## src/inc/fpg_pkg.sv

```systemverilog
/*
 * Package for the floppy pin gating block: register offsets, field positions,
 * reset values, base-address limits and the structs that carry pin groups.
 * Assumes a 32-bit classic Wishbone slave, byte addresses, one word per register.
 */
package fpg_pkg;
    // register byte offsets
    localparam logic [7:0] FPG_MODE_CFG_OFS = 8'h00;
    localparam logic [7:0] FPG_GLOBAL_OFS = 8'h04;
    localparam logic [7:0] FPG_RATE_OFS = 8'h08;
    localparam logic [7:0] FPG_DISABLE_OFS = 8'h0c;
    localparam logic [7:0] FPG_BASE_OFS = 8'h10;
    localparam logic [7:0] FPG_STATUS_OFS = 8'h14;
    // field positions
    localparam int FPG_OUT_CTRL_BIT = 7;
    localparam int FPG_ACTIVATE_BIT = 0;
    localparam int FPG_POWER_BIT = 0;
    localparam int FPG_AUTO_PM_BIT = 8;
    localparam int FPG_MANUAL_PD_BIT = 6;
    localparam int FPG_FORCE_BIT = 0;
    // reset values
    localparam logic [7:0] FPG_MODE_CFG_RST = 8'h00;
    localparam logic [8:0] FPG_GLOBAL_RST = 9'h001;
    localparam logic [7:0] FPG_RATE_RST = 8'h00;
    localparam logic [7:0] FPG_DISABLE_RST = 8'h00;
    localparam logic [11:0] FPG_BASE_RST = 12'h3f0;
    // exclusive limits of a valid base address
    localparam logic [11:0] FPG_BASE_LOW = 12'h100;
    localparam logic [11:0] FPG_BASE_HIGH = 12'hff8;

    // drive-interface outputs from the controller core
    typedef struct packed {
        logic write_serial_l;
        logic density_select0;
        logic head_side_l;
        logic write_gate_l;
        logic head_direction_l;
        logic head_pulse_l;
        logic drive_select0_l;
        logic drive_select1_l;
        logic motor_on0_l;
        logic motor_on1_l;
    } fpg_drive_s;

    // one pin group as driven onto the pads
    typedef struct packed {
        fpg_drive_s value;
        logic oe;
    } fpg_pins_s;
endpackage

```

## src/hdl/fpg_gate.sv

```systemverilog
/*
 * Floppy output gating and forced write protect, with a Wishbone register file.
 * Assumes: core outputs come from logic on clk_i; write-protect and auto-power
 * inputs come from pins or other domains and are synchronised here.
 */
// Implementation choices: the placing of the registers and the Wishbone interface to the registers.
// Summary of operation
// - standard floppy outputs float when the floppy device is powered down or not activated.
// - output-control bit 7 of the mode configuration register floats the standard outputs.
// - output-control bit leaves the parallel-port outputs driven when active and powered.
// - activation bit zero or power-down floats both standard and parallel-port outputs.
// - base address valid only strictly between 0x100 and 0xff8, else outputs float.
// - global power bit 0 at zero floats the outputs.
// - manual power-down bit 6 of the data-rate register floats the outputs.
// - manual power-down wins over automatic power management.
// - with auto management on, outputs float only when every auto condition holds.
// - gated set is write data, density, head, write gate, direction, step, selects, motors.
// - force write-protect bit is D0 of the disable register, active high, reset to zero.
// - a low external write-protect always asserts internal write protect.
// - otherwise internal protect asserts only with the force bit and a drive select low.
// - the same combination serves the standard and the parallel-port write-protect inputs.
module fpg_gate (
    input wire logic clk_i,
    input wire logic rst_i,
    input wire logic [31:0] wb_adr_i,
    input wire logic [31:0] wb_dat_i,
    output logic [31:0] wb_dat_o,
    input wire logic [3:0] wb_sel_i,
    input wire logic wb_we_i,
    input wire logic wb_cyc_i,
    input wire logic wb_stb_i,
    output logic wb_ack_o,
    input wire fpg_pkg::fpg_drive_s core_drive_i,
    input wire logic auto_pd_ok_i,
    input wire logic std_protect_l_i,
    input wire logic par_protect_l_i,
    input wire logic par_select_i,
    output fpg_pkg::fpg_pins_s std_pins_o,
    output fpg_pkg::fpg_pins_s par_pins_o,
    output logic write_protect_l_o
);
    import fpg_pkg::*;

    // registers
    logic [7:0] mode_cfg_q, mode_cfg_d;
    logic [8:0] global_q, global_d;
    logic [7:0] rate_q, rate_d;
    logic [7:0] disable_q, disable_d;
    logic [11:0] base_q, base_d;
    logic activate_q, activate_d;
    logic ack_q, ack_d;
    logic [31:0] rdat_q, rdat_d;
    logic [31:0] status_w;

    // synchronisers for off-domain levels
    logic [1:0] std_wp_s1_q, std_wp_s2_q;
    logic [1:0] apd_s_q;

    // output stage
    fpg_pins_s std_q, std_d, par_q, par_d;
    logic wp_q, wp_d;

    logic access_w, base_ok_w, powered_w, live_w, std_en_w, par_en_w;
    logic wp_in_w, sel_low_w;

    assign access_w = wb_cyc_i && wb_stb_i && !ack_q;
    assign base_ok_w = (base_q > FPG_BASE_LOW) && (base_q < FPG_BASE_HIGH);
    // manual power-down is checked first so auto management cannot undo it
    assign powered_w = global_q[FPG_POWER_BIT] && !rate_q[FPG_MANUAL_PD_BIT]
        && !(global_q[FPG_AUTO_PM_BIT] && apd_s_q[1]);
    assign live_w = activate_q && base_ok_w && powered_w;
    assign std_en_w = live_w && !mode_cfg_q[FPG_OUT_CTRL_BIT];
    assign par_en_w = live_w;
    assign status_w = {26'h0000000, base_ok_w, powered_w, live_w, std_en_w, par_en_w, wp_q};

    always_comb begin
        mode_cfg_d = mode_cfg_q;
        global_d = global_q;
        rate_d = rate_q;
        disable_d = disable_q;
        base_d = base_q;
        activate_d = activate_q;
        ack_d = access_w;
        rdat_d = 32'h00000000;
        if (access_w && wb_we_i) begin
            case (wb_adr_i[7:0])
                FPG_MODE_CFG_OFS: begin
                    if (wb_sel_i[0]) mode_cfg_d = wb_dat_i[7:0];
                    if (wb_sel_i[1]) activate_d = wb_dat_i[8 + FPG_ACTIVATE_BIT];
                end
                FPG_GLOBAL_OFS: begin
                    if (wb_sel_i[0]) global_d[7:0] = wb_dat_i[7:0];
                    if (wb_sel_i[1]) global_d[8] = wb_dat_i[8];
                end
                FPG_RATE_OFS: begin
                    if (wb_sel_i[0]) rate_d = wb_dat_i[7:0];
                end
                FPG_DISABLE_OFS: begin
                    if (wb_sel_i[0]) disable_d = wb_dat_i[7:0];
                end
                FPG_BASE_OFS: begin
                    if (wb_sel_i[0]) base_d[7:0] = wb_dat_i[7:0];
                    if (wb_sel_i[1]) base_d[11:8] = wb_dat_i[11:8];
                end
                default: begin
                end
            endcase
        end
        if (access_w && !wb_we_i) begin
            case (wb_adr_i[7:0])
                FPG_MODE_CFG_OFS: rdat_d = {23'h000000, activate_q, mode_cfg_q};
                FPG_GLOBAL_OFS: rdat_d = {23'h000000, global_q};
                FPG_RATE_OFS: rdat_d = {24'h000000, rate_q};
                FPG_DISABLE_OFS: rdat_d = {24'h000000, disable_q};
                FPG_BASE_OFS: rdat_d = {20'h00000, base_q};
                FPG_STATUS_OFS: rdat_d = status_w;
                default: rdat_d = 32'h00000000;
            endcase
        end
    end

    always_ff @(posedge clk_i) begin
        if (rst_i) begin
            mode_cfg_q <= FPG_MODE_CFG_RST;
            global_q <= FPG_GLOBAL_RST;
            rate_q <= FPG_RATE_RST;
            disable_q <= FPG_DISABLE_RST;
            base_q <= FPG_BASE_RST;
            activate_q <= 1'b0;
            ack_q <= 1'b0;
            rdat_q <= 32'h00000000;
        end else begin
            mode_cfg_q <= mode_cfg_d;
            global_q <= global_d;
            rate_q <= rate_d;
            disable_q <= disable_d;
            base_q <= base_d;
            activate_q <= activate_d;
            ack_q <= ack_d;
            rdat_q <= rdat_d;
        end
    end

    // write-protect path: the mux picks the interface in use, one rule serves both
    assign wp_in_w = par_select_i ? std_wp_s2_q[1] : std_wp_s2_q[0];
    assign sel_low_w = !core_drive_i.drive_select0_l || !core_drive_i.drive_select1_l;

    always_comb begin
        std_d.value = core_drive_i;
        std_d.oe = std_en_w;
        par_d.value = core_drive_i;
        par_d.oe = par_en_w;
        wp_d = 1'b1;
        if (!wp_in_w) begin
            wp_d = 1'b0;
        end else if (disable_q[FPG_FORCE_BIT] && sel_low_w) begin
            wp_d = 1'b0;
        end
    end

    always_ff @(posedge clk_i) begin
        if (rst_i) begin
            std_wp_s1_q <= 2'h3;
            std_wp_s2_q <= 2'h3;
            apd_s_q <= 2'h0;
            std_q <= '0;
            par_q <= '0;
            wp_q <= 1'b1;
        end else begin
            std_wp_s1_q <= {par_protect_l_i, std_protect_l_i};
            std_wp_s2_q <= std_wp_s1_q;
            apd_s_q <= {apd_s_q[0], auto_pd_ok_i};
            std_q <= std_d;
            par_q <= par_d;
            wp_q <= wp_d;
        end
    end

    // outputs register one cycle after core or register inputs change; protect and auto-power pins take three, via the synchronisers
    assign std_pins_o = std_q;
    assign par_pins_o = par_q;
    assign write_protect_l_o = wp_q;
    assign wb_ack_o = ack_q;
    assign wb_dat_o = rdat_q;

    a_std_float_gate: assert property (@(posedge clk_i) disable iff (rst_i)
        !live_w |=> !std_pins_o.oe) else $error("standard pins driven while not live");
    a_out_ctrl_std: assert property (@(posedge clk_i) disable iff (rst_i)
        mode_cfg_q[FPG_OUT_CTRL_BIT] |=> !std_pins_o.oe) else $error("output control ignored");
    a_par_kept_on: assert property (@(posedge clk_i) disable iff (rst_i)
        live_w && mode_cfg_q[FPG_OUT_CTRL_BIT] |=> par_pins_o.oe && !std_pins_o.oe)
        else $error("parallel pins wrongly floated");
    a_both_float: assert property (@(posedge clk_i) disable iff (rst_i)
        !activate_q |=> !par_pins_o.oe && !std_pins_o.oe) else $error("pins driven while inactive");
    a_base_range: assert property (@(posedge clk_i) disable iff (rst_i)
        (base_q <= FPG_BASE_LOW || base_q >= FPG_BASE_HIGH) |=> !par_pins_o.oe)
        else $error("invalid base drives pins");
    a_power_off: assert property (@(posedge clk_i) disable iff (rst_i)
        !global_q[FPG_POWER_BIT] |=> !par_pins_o.oe) else $error("pins driven with power off");
    a_manual_pd: assert property (@(posedge clk_i) disable iff (rst_i)
        rate_q[FPG_MANUAL_PD_BIT] |=> !par_pins_o.oe) else $error("manual power-down lost");
    a_auto_pm: assert property (@(posedge clk_i) disable iff (rst_i)
        activate_q && base_ok_w && global_q[FPG_POWER_BIT] && !rate_q[FPG_MANUAL_PD_BIT]
        && !global_q[FPG_AUTO_PM_BIT] |=> par_pins_o.oe) else $error("pins floated without cause");
    a_wp_pin_low: assert property (@(posedge clk_i) disable iff (rst_i)
        !wp_in_w |=> !write_protect_l_o) else $error("pin write protect lost");
    a_wp_forced: assert property (@(posedge clk_i) disable iff (rst_i)
        wp_in_w && !(disable_q[FPG_FORCE_BIT] && sel_low_w) |=> write_protect_l_o)
        else $error("spurious write protect");
    a_bus_ack_once: assert property (@(posedge clk_i) disable iff (rst_i)
        wb_ack_o |=> !wb_ack_o) else $error("ack held two cycles");

    // gating seen from the standard pins as well, since only they obey the output-control bit
    a_manual_pd_std: assert property (@(posedge clk_i) disable iff (rst_i)
        rate_q[FPG_MANUAL_PD_BIT] |=> !std_pins_o.oe)
        else $error("manual power-down ignored on standard pins");

    a_manual_over_auto: assert property (@(posedge clk_i) disable iff (rst_i)
        rate_q[FPG_MANUAL_PD_BIT] && global_q[FPG_AUTO_PM_BIT] && !apd_s_q[1] |=> !par_pins_o.oe)
        else $error("auto management undid manual power-down");

    a_auto_float: assert property (@(posedge clk_i) disable iff (rst_i)
        global_q[FPG_AUTO_PM_BIT] && apd_s_q[1] |=> !par_pins_o.oe && !std_pins_o.oe)
        else $error("auto power-down did not float pins");

    a_auto_keep: assert property (@(posedge clk_i) disable iff (rst_i)
        activate_q && base_ok_w && global_q[FPG_POWER_BIT] && !rate_q[FPG_MANUAL_PD_BIT]
        && global_q[FPG_AUTO_PM_BIT] && !apd_s_q[1] |=> par_pins_o.oe)
        else $error("pins floated with auto conditions unmet");

    a_std_value: assert property (@(posedge clk_i) disable iff (rst_i)
        !$past(rst_i) |-> std_pins_o.value == $past(core_drive_i))
        else $error("standard pin values differ from core");

    a_par_value: assert property (@(posedge clk_i) disable iff (rst_i)
        !$past(rst_i) |-> par_pins_o.value == $past(core_drive_i))
        else $error("parallel pin values differ from core");

    // reset values, seen at the first edges after release
    a_force_reset: assert property (@(posedge clk_i)
        $past(rst_i) |-> !disable_q[FPG_FORCE_BIT])
        else $error("force bit not cleared by reset");

    a_wp_reset: assert property (@(posedge clk_i)
        $past(rst_i) |-> write_protect_l_o)
        else $error("write protect active after reset");

    a_oe_reset: assert property (@(posedge clk_i)
        $past(rst_i) |-> !std_pins_o.oe && !par_pins_o.oe)
        else $error("pins driven after reset");

    a_wp_par_path: assert property (@(posedge clk_i) disable iff (rst_i)
        par_select_i && !std_wp_s2_q[1] |=> !write_protect_l_o)
        else $error("parallel write protect lost");

    a_wp_std_path: assert property (@(posedge clk_i) disable iff (rst_i)
        !par_select_i && !std_wp_s2_q[0] |=> !write_protect_l_o)
        else $error("standard write protect lost");

    a_wp_force_sel: assert property (@(posedge clk_i) disable iff (rst_i)
        wp_in_w && disable_q[FPG_FORCE_BIT] && sel_low_w |=> !write_protect_l_o)
        else $error("forced write protect missing");

    a_wp_no_force: assert property (@(posedge clk_i) disable iff (rst_i)
        wp_in_w && !disable_q[FPG_FORCE_BIT] |=> write_protect_l_o)
        else $error("write protect without force");

    a_std_live_on: assert property (@(posedge clk_i) disable iff (rst_i)
        live_w && !mode_cfg_q[FPG_OUT_CTRL_BIT] |=> std_pins_o.oe)
        else $error("standard pins floated while live");

    a_par_live_on: assert property (@(posedge clk_i) disable iff (rst_i)
        live_w |=> par_pins_o.oe)
        else $error("parallel pins floated while live");

    a_std_in_par: assert property (@(posedge clk_i) disable iff (rst_i)
        std_pins_o.oe |-> par_pins_o.oe)
        else $error("standard driven without parallel");

    a_base_std: assert property (@(posedge clk_i) disable iff (rst_i)
        (base_q <= FPG_BASE_LOW || base_q >= FPG_BASE_HIGH) |=> !std_pins_o.oe)
        else $error("invalid base drives standard pins");

    a_power_std: assert property (@(posedge clk_i) disable iff (rst_i)
        !global_q[FPG_POWER_BIT] |=> !std_pins_o.oe)
        else $error("standard pins driven with power off");

    // bus handshake: one answer per request, data zero outside the answer
    a_ack_follows: assert property (@(posedge clk_i) disable iff (rst_i)
        access_w |=> wb_ack_o)
        else $error("request not acknowledged");

    a_read_idle_zero: assert property (@(posedge clk_i) disable iff (rst_i)
        !wb_ack_o |-> wb_dat_o == 32'h00000000)
        else $error("read data outside ack");
endmodule // fpg_gate

```

## config.mk

```make
export PLATFORM = sky130hd
export DESIGN_NAME = fpg_gate
export DESIGN_NICKNAME = d
export VERILOG_FILES = /design/src/inc/fpg_pkg.sv /design/src/hdl/fpg_gate.sv
export SDC_FILE = /design/constraint.sdc
export NUM_CORES = 1
export LEC_CHECK = 0
export BUFFER_PORTS_ARGS = -buffer_cell sky130_fd_sc_hd__buf_2
export CAP_MARGIN = 20
export CORE_ASPECT_RATIO = 1.2
export CORE_UTILIZATION = 48
export CTS_CLUSTER_SIZE = 12
export DETAILED_ROUTE_END_ITERATION = 12
export PLACE_DENSITY = 0.8
export SLEW_MARGIN = 20
export SYNTH_ARGS = -nofsm -noshare
export SYNTH_HDL_FRONTEND = slang
export SYNTH_SLANG_ARGS = --single-unit
```

## constraint.sdc

```tcl
create_clock -name clk_i -period 2.2 [get_ports clk_i]
set_clock_uncertainty 0.05 [all_clocks]
set_input_delay 0.11 -clock clk_i [delete_from_list [all_inputs] [get_ports clk_i]]
set_output_delay 0.11 -clock clk_i [all_outputs]
set_load 0.02 [all_outputs]
```

# == Word-level counts from Yosys, hierarchy flattened ==
# Cells that the tools add are included.
# totals
register_bits,98
inputBits,87
# op_classes
magnitude_cmp,2
reduce_logical,30
n_eq_ne,5
mux,4
bitwise_logic,1
# ops
op,count
$pmux W12 S6,1
$reduce_and A3 Y1,8
$eq A8 B4 Y1 const B,2
$eq A8 B5 Y1 const B,2
$gt A12 B9 Y1 const B,1
$logic_and A1 B1 Y1,12
$lt A12 B12 Y1 const B,1
$eq A8 B3 Y1 const B,1
$logic_not A8 Y1,1
$logic_not A1 Y1,7
$mux W1,3
$reduce_or A2 Y1,1
$logic_or A1 B1 Y1,1
$not A1 Y1,1

# == Logic depth before layout (Yosys ltp) ==
# depth
depth_word,6
depth_mapped,7
mapped_depth_nobuf,5

# == Worst setup path before layout ==
# OpenSTA, ideal clock, no wires.
# synth_timing
path_type,register -> register
startpoint,"reg ack_q, in the netlist wb_ack_o"
endpoint,reg global_q[0]
path_buffers,2
setup_slack_ns,0.306
required_time_ns,2.028
arrival_ns,1.722
stages_incl_launch_ff,7
cell_sequence,dfxtp_1 -> and4b_1 -> and2_0 -> clkbuf_1 -> clkbuf_1 -> a21oi_1 -> a311o_1
# synth_via
elab_chain_cells,4
# synth_lines
element,line_no,text
"start, declared",fpg_gate.sv:51,"logic ack_q, ack_d;"
"start signal, assigned",fpg_gate.sv:139,ack_q <= ack_d;
$logic_not A1 Y1,fpg_gate.sv:66,assign access_w = wb_cyc_i && wb_stb_i && !ack_q;
$logic_and A1 B1 Y1,fpg_gate.sv:66,
$logic_and A1 B1 Y1,fpg_gate.sv:85,if (access_w && wb_we_i) begin
$reduce_and A3 Y1 (no source line),-,
"end signal, assigned",fpg_gate.sv:134,global_q <= global_d;
"end, declared",fpg_gate.sv:46,"logic [8:0] global_q, global_d;"
# Every way passes these cells.
# A chain may end at the register's enable or synchronous reset.

# == Final worst setup path ==
# layout_timing
startpoint,"reg ack_q, in the netlist wb_ack_o"
endpoint,reg global_q[1]
# Same word-level chain as after synthesis.

==> flow_metrics.tcl <==
set metrics [dict create \
    die_x_um 78.9 \
    num-nets-final 533 \
    cts_resized 0 \
    fmax_ghz 0.482 \
    dp.cells 503 \
    yosys-top-cells-count "dfxtp_1, nor2_1, mux2i_1" \
    gp_congestion 0.880 \
    root_buffer "clkbuf_8" \
    ant_nets 0 \
    min_period_ns 2.07 \
    area_growth_pct 21.3 \
    use_met3_pct 6.12 \
    powerDensity_nw_per_um2 659 \
    yosysWarnings 0 \
    cts.sinks 78 \
    synth_cell_types 50 \
    htreeDepth 3 \
    arrival_ns 2.24 \
    initial_core_util_pct 49.7 \
    fin_area_um2 4140 \
    synth_area_leader_cell "dfxtp_1" \
    clock_latency_ns 0.35 \
    muxShareOfSynthArea_pct 13.1 \
    outcome "finished, final reports clean" \
    drc 0 \
    first_global_vias 2736 \
    fillCellCount 555 \
    grt_usage_pct 22.9 \
    synthArstFlopShare_pct 0 \
    ys.flop_type "dfxtp_1" \
    yosysMostFrequentCell "dfxtp_1" \
    vias 2848 \
    wl_per_cell_um 15.3 \
    slowest_delay_ns 0.46 \
    synthAdderAreaFrac_pct 0 \
    die_area_um2 7450 \
    ios 143 \
    hpwl_um 5370 \
    end_kind "register" \
    hold_viol_final 0 \
    fin_hold_ws_ns 0.00491 \
    netlist_area_um2 3410 \
    irDropWorstVdd_uv 408 \
    post-cts-setup-buffers 0 \
    rsz0062_at_grt "no" \
    wirelength_um 8210 \
    postSynthCellCount 357 \
    synth_seq_cells 78 \
    design_power_total_mw 2.73 \
    crit_chain "and4b_1, and2_0, buf_4, nand2_1, nand2_1, a21oi_1" \
    cts_tree "done" \
    antenna_found_initial 0 \
    core_um2 6850 \
    synth_edf_count 0 \
    num_antenna_cells 0 \
    grt-ovfl-total 0 \
    cp.required_ns 2.37 \
    post-route-util_pct 60.3 \
    path_max_fanout 9 \
    top_usage_layer "met2" \
    worstSetupPathType "register to register" \
    rows 33 \
    synth_area_per_cell_um2 9.55 \
    numCtsBuffers 9 \
    fin_cells 538 \
    grt_use_met1_pct 26.2 \
    synth_simple_gate_area_share_pct 21.7 \
    grt_max_degree 37 \
    drt_iter0_drc 278 \
    synth-xor-area-share_pct 0 \
    setup_viol 0 \
    firstDrtPassIters 5 \
    tightest_slew_ns 0.500 \
    synth_compound_area_share_pct 9.32 \
    port_buffers 76 \
    critPathMostFrequentCell "nand2_1" \
    path_clk_slew_ns 0.08 \
    ys_seq_area_share_pct 45.8 \
    synth_top_area_share_pct 45.8 \
    p_leak_nw 1.97 \
    slew_headroom_pct 66.6 \
    vias_per_cell 5.29 \
    slew_viol_final 0 \
    start_kind "register" \
    placed_area_um2 3750 \
    grt_pass1_wl_um 13100 \
    die_h_um 94.3 \
    hp-class "input port to register" \
    drive_gt1_share_pct 27.1 \
    period_share_pct 94.3 \
    ys_top_cells_by_area "dfxtp_1, mux2i_1, buf_4" \
    clockBufferDepth 2 \
    drv_cap 0 \
    grtUsageMet2_pct 40.1 \
    slowest_stage "and2_0" \
    synth_top_family_by_area "simple AND/OR/NAND/NOR gates" \
]
[area by class of cell]
type,instances,area [µm²],area share (%)
clock buffer,10,128,3.09
clock inverter,6,62.6,1.51
inverter,7,26.3,0.635
multi-input combinational,242,1580,38.2
sequential,78,1560,37.8
tap,87,109,2.63
timing repair buffer,108,668,16.2
[worst paths after layout]
kind / cells after the start / endpoint / slack, ns / startpoint
max reg2reg: 6 / global_q[1] / 0.13 / wb_ack_o
max: 6 / global_q[1] / 0.13 / wb_ack_o
min reg2reg: 1 / std_wp_s2_q[1] / 0.36 / std_wp_s1_q[1]
min: 3 / global_q[4] / 0.005 / wb_dat_i[4]
[per-layer routing]
metal	part of all wire [%]	vias up	wire length (µm)
met5	0	-	0
met4	2.1	0	173
met3	7.0	17	574
met2	50	130	4070
met1	41	1338	3390
li1	-	1363	-
[critical path, delay by kind of cell, from the launching register on]
family,cells,cell delay [ns]
AOI/OAI and AO/OA,1,0.07
buffers and inverters,1,0.28
DFF,1,0.33
and+or+nand+nor,4,1.21
[layout by cell type, fill, tap and decap left out, drive strengths merged, types with 2 or more instances in the layout]
master / synthesis / final
nand2: 20 / 20
and3b: 2 / 2
or2: 5 / 5
mux2: 4 / 4
nand4: 5 / 5
a211o: 7 / 7
nor3: 6 / 6
or4: 3 / 3
and4b: 2 / 2
dlygate4sd3: 0 / 19
mux2i: 38 / 38
clkinv: 0 / 5
a22oi: 7 / 7
nand3: 12 / 12
clkbuf: 11 / 10
nor2b: 18 / 18
o21ai: 6 / 6
inv: 7 / 7
nor2: 45 / 45
and2: 5 / 5
a21oi: 18 / 18
nor4: 3 / 3
conb: 1 / 20
buf: 38 / 89
dfxtp: 78 / 78
[registers in the layout, indices dropped and copies added (netlist names)]
register           count
activate_q             1
apd_s_q                2
base_q                12
disable_q              8
global_q               9
mode_cfg_q             8
par_pins_o            11
rate_q                 8
std_pins_o             1
std_wp_s1_q            2
std_wp_s2_q            2
wb_ack_o               1
wb_dat_o              12
write_protect_l_o      1
[metrics by stage]
step / setup WS (ns) / TNS [ns]
2_1_floorplan: 0.306 / 0
3_3_place_gp: 0.0296 / 0
5_1_grt: 0.0644 / 0
4_1_cts: 0.206 / 0
6_report: 0.126 / 0
3_5_place_dp: -0.0102 / -0.0102
[cells by family after synthesis]
family | count (synthesis)
flip-flops | 78
AO/OA/AOI/OAI | 48
AND/OR/NAND/NOR | 131
multiplexers | 43
other | 1
buffers and inverters | 56
[timing repair]
action / 4_1_cts / 5_1_grt
setup endpoints to repair: 0 / 0
hold buffers: 19 / 0
hold endpoints to repair: 20 / 0
[report_power, final]
| group | internal (mW) | total, mW | switching [mW] |
|---|---|---|---|
| registers | 1.43 | 1.43 | 0.00669 |
| logic | 0.0967 | 0.259 | 0.163 |
| clock network | 0.522 | 1.03 | 0.511 |
| total | 2.05 | 2.73 | 0.681 |
(Power assumes the default switching activity.)
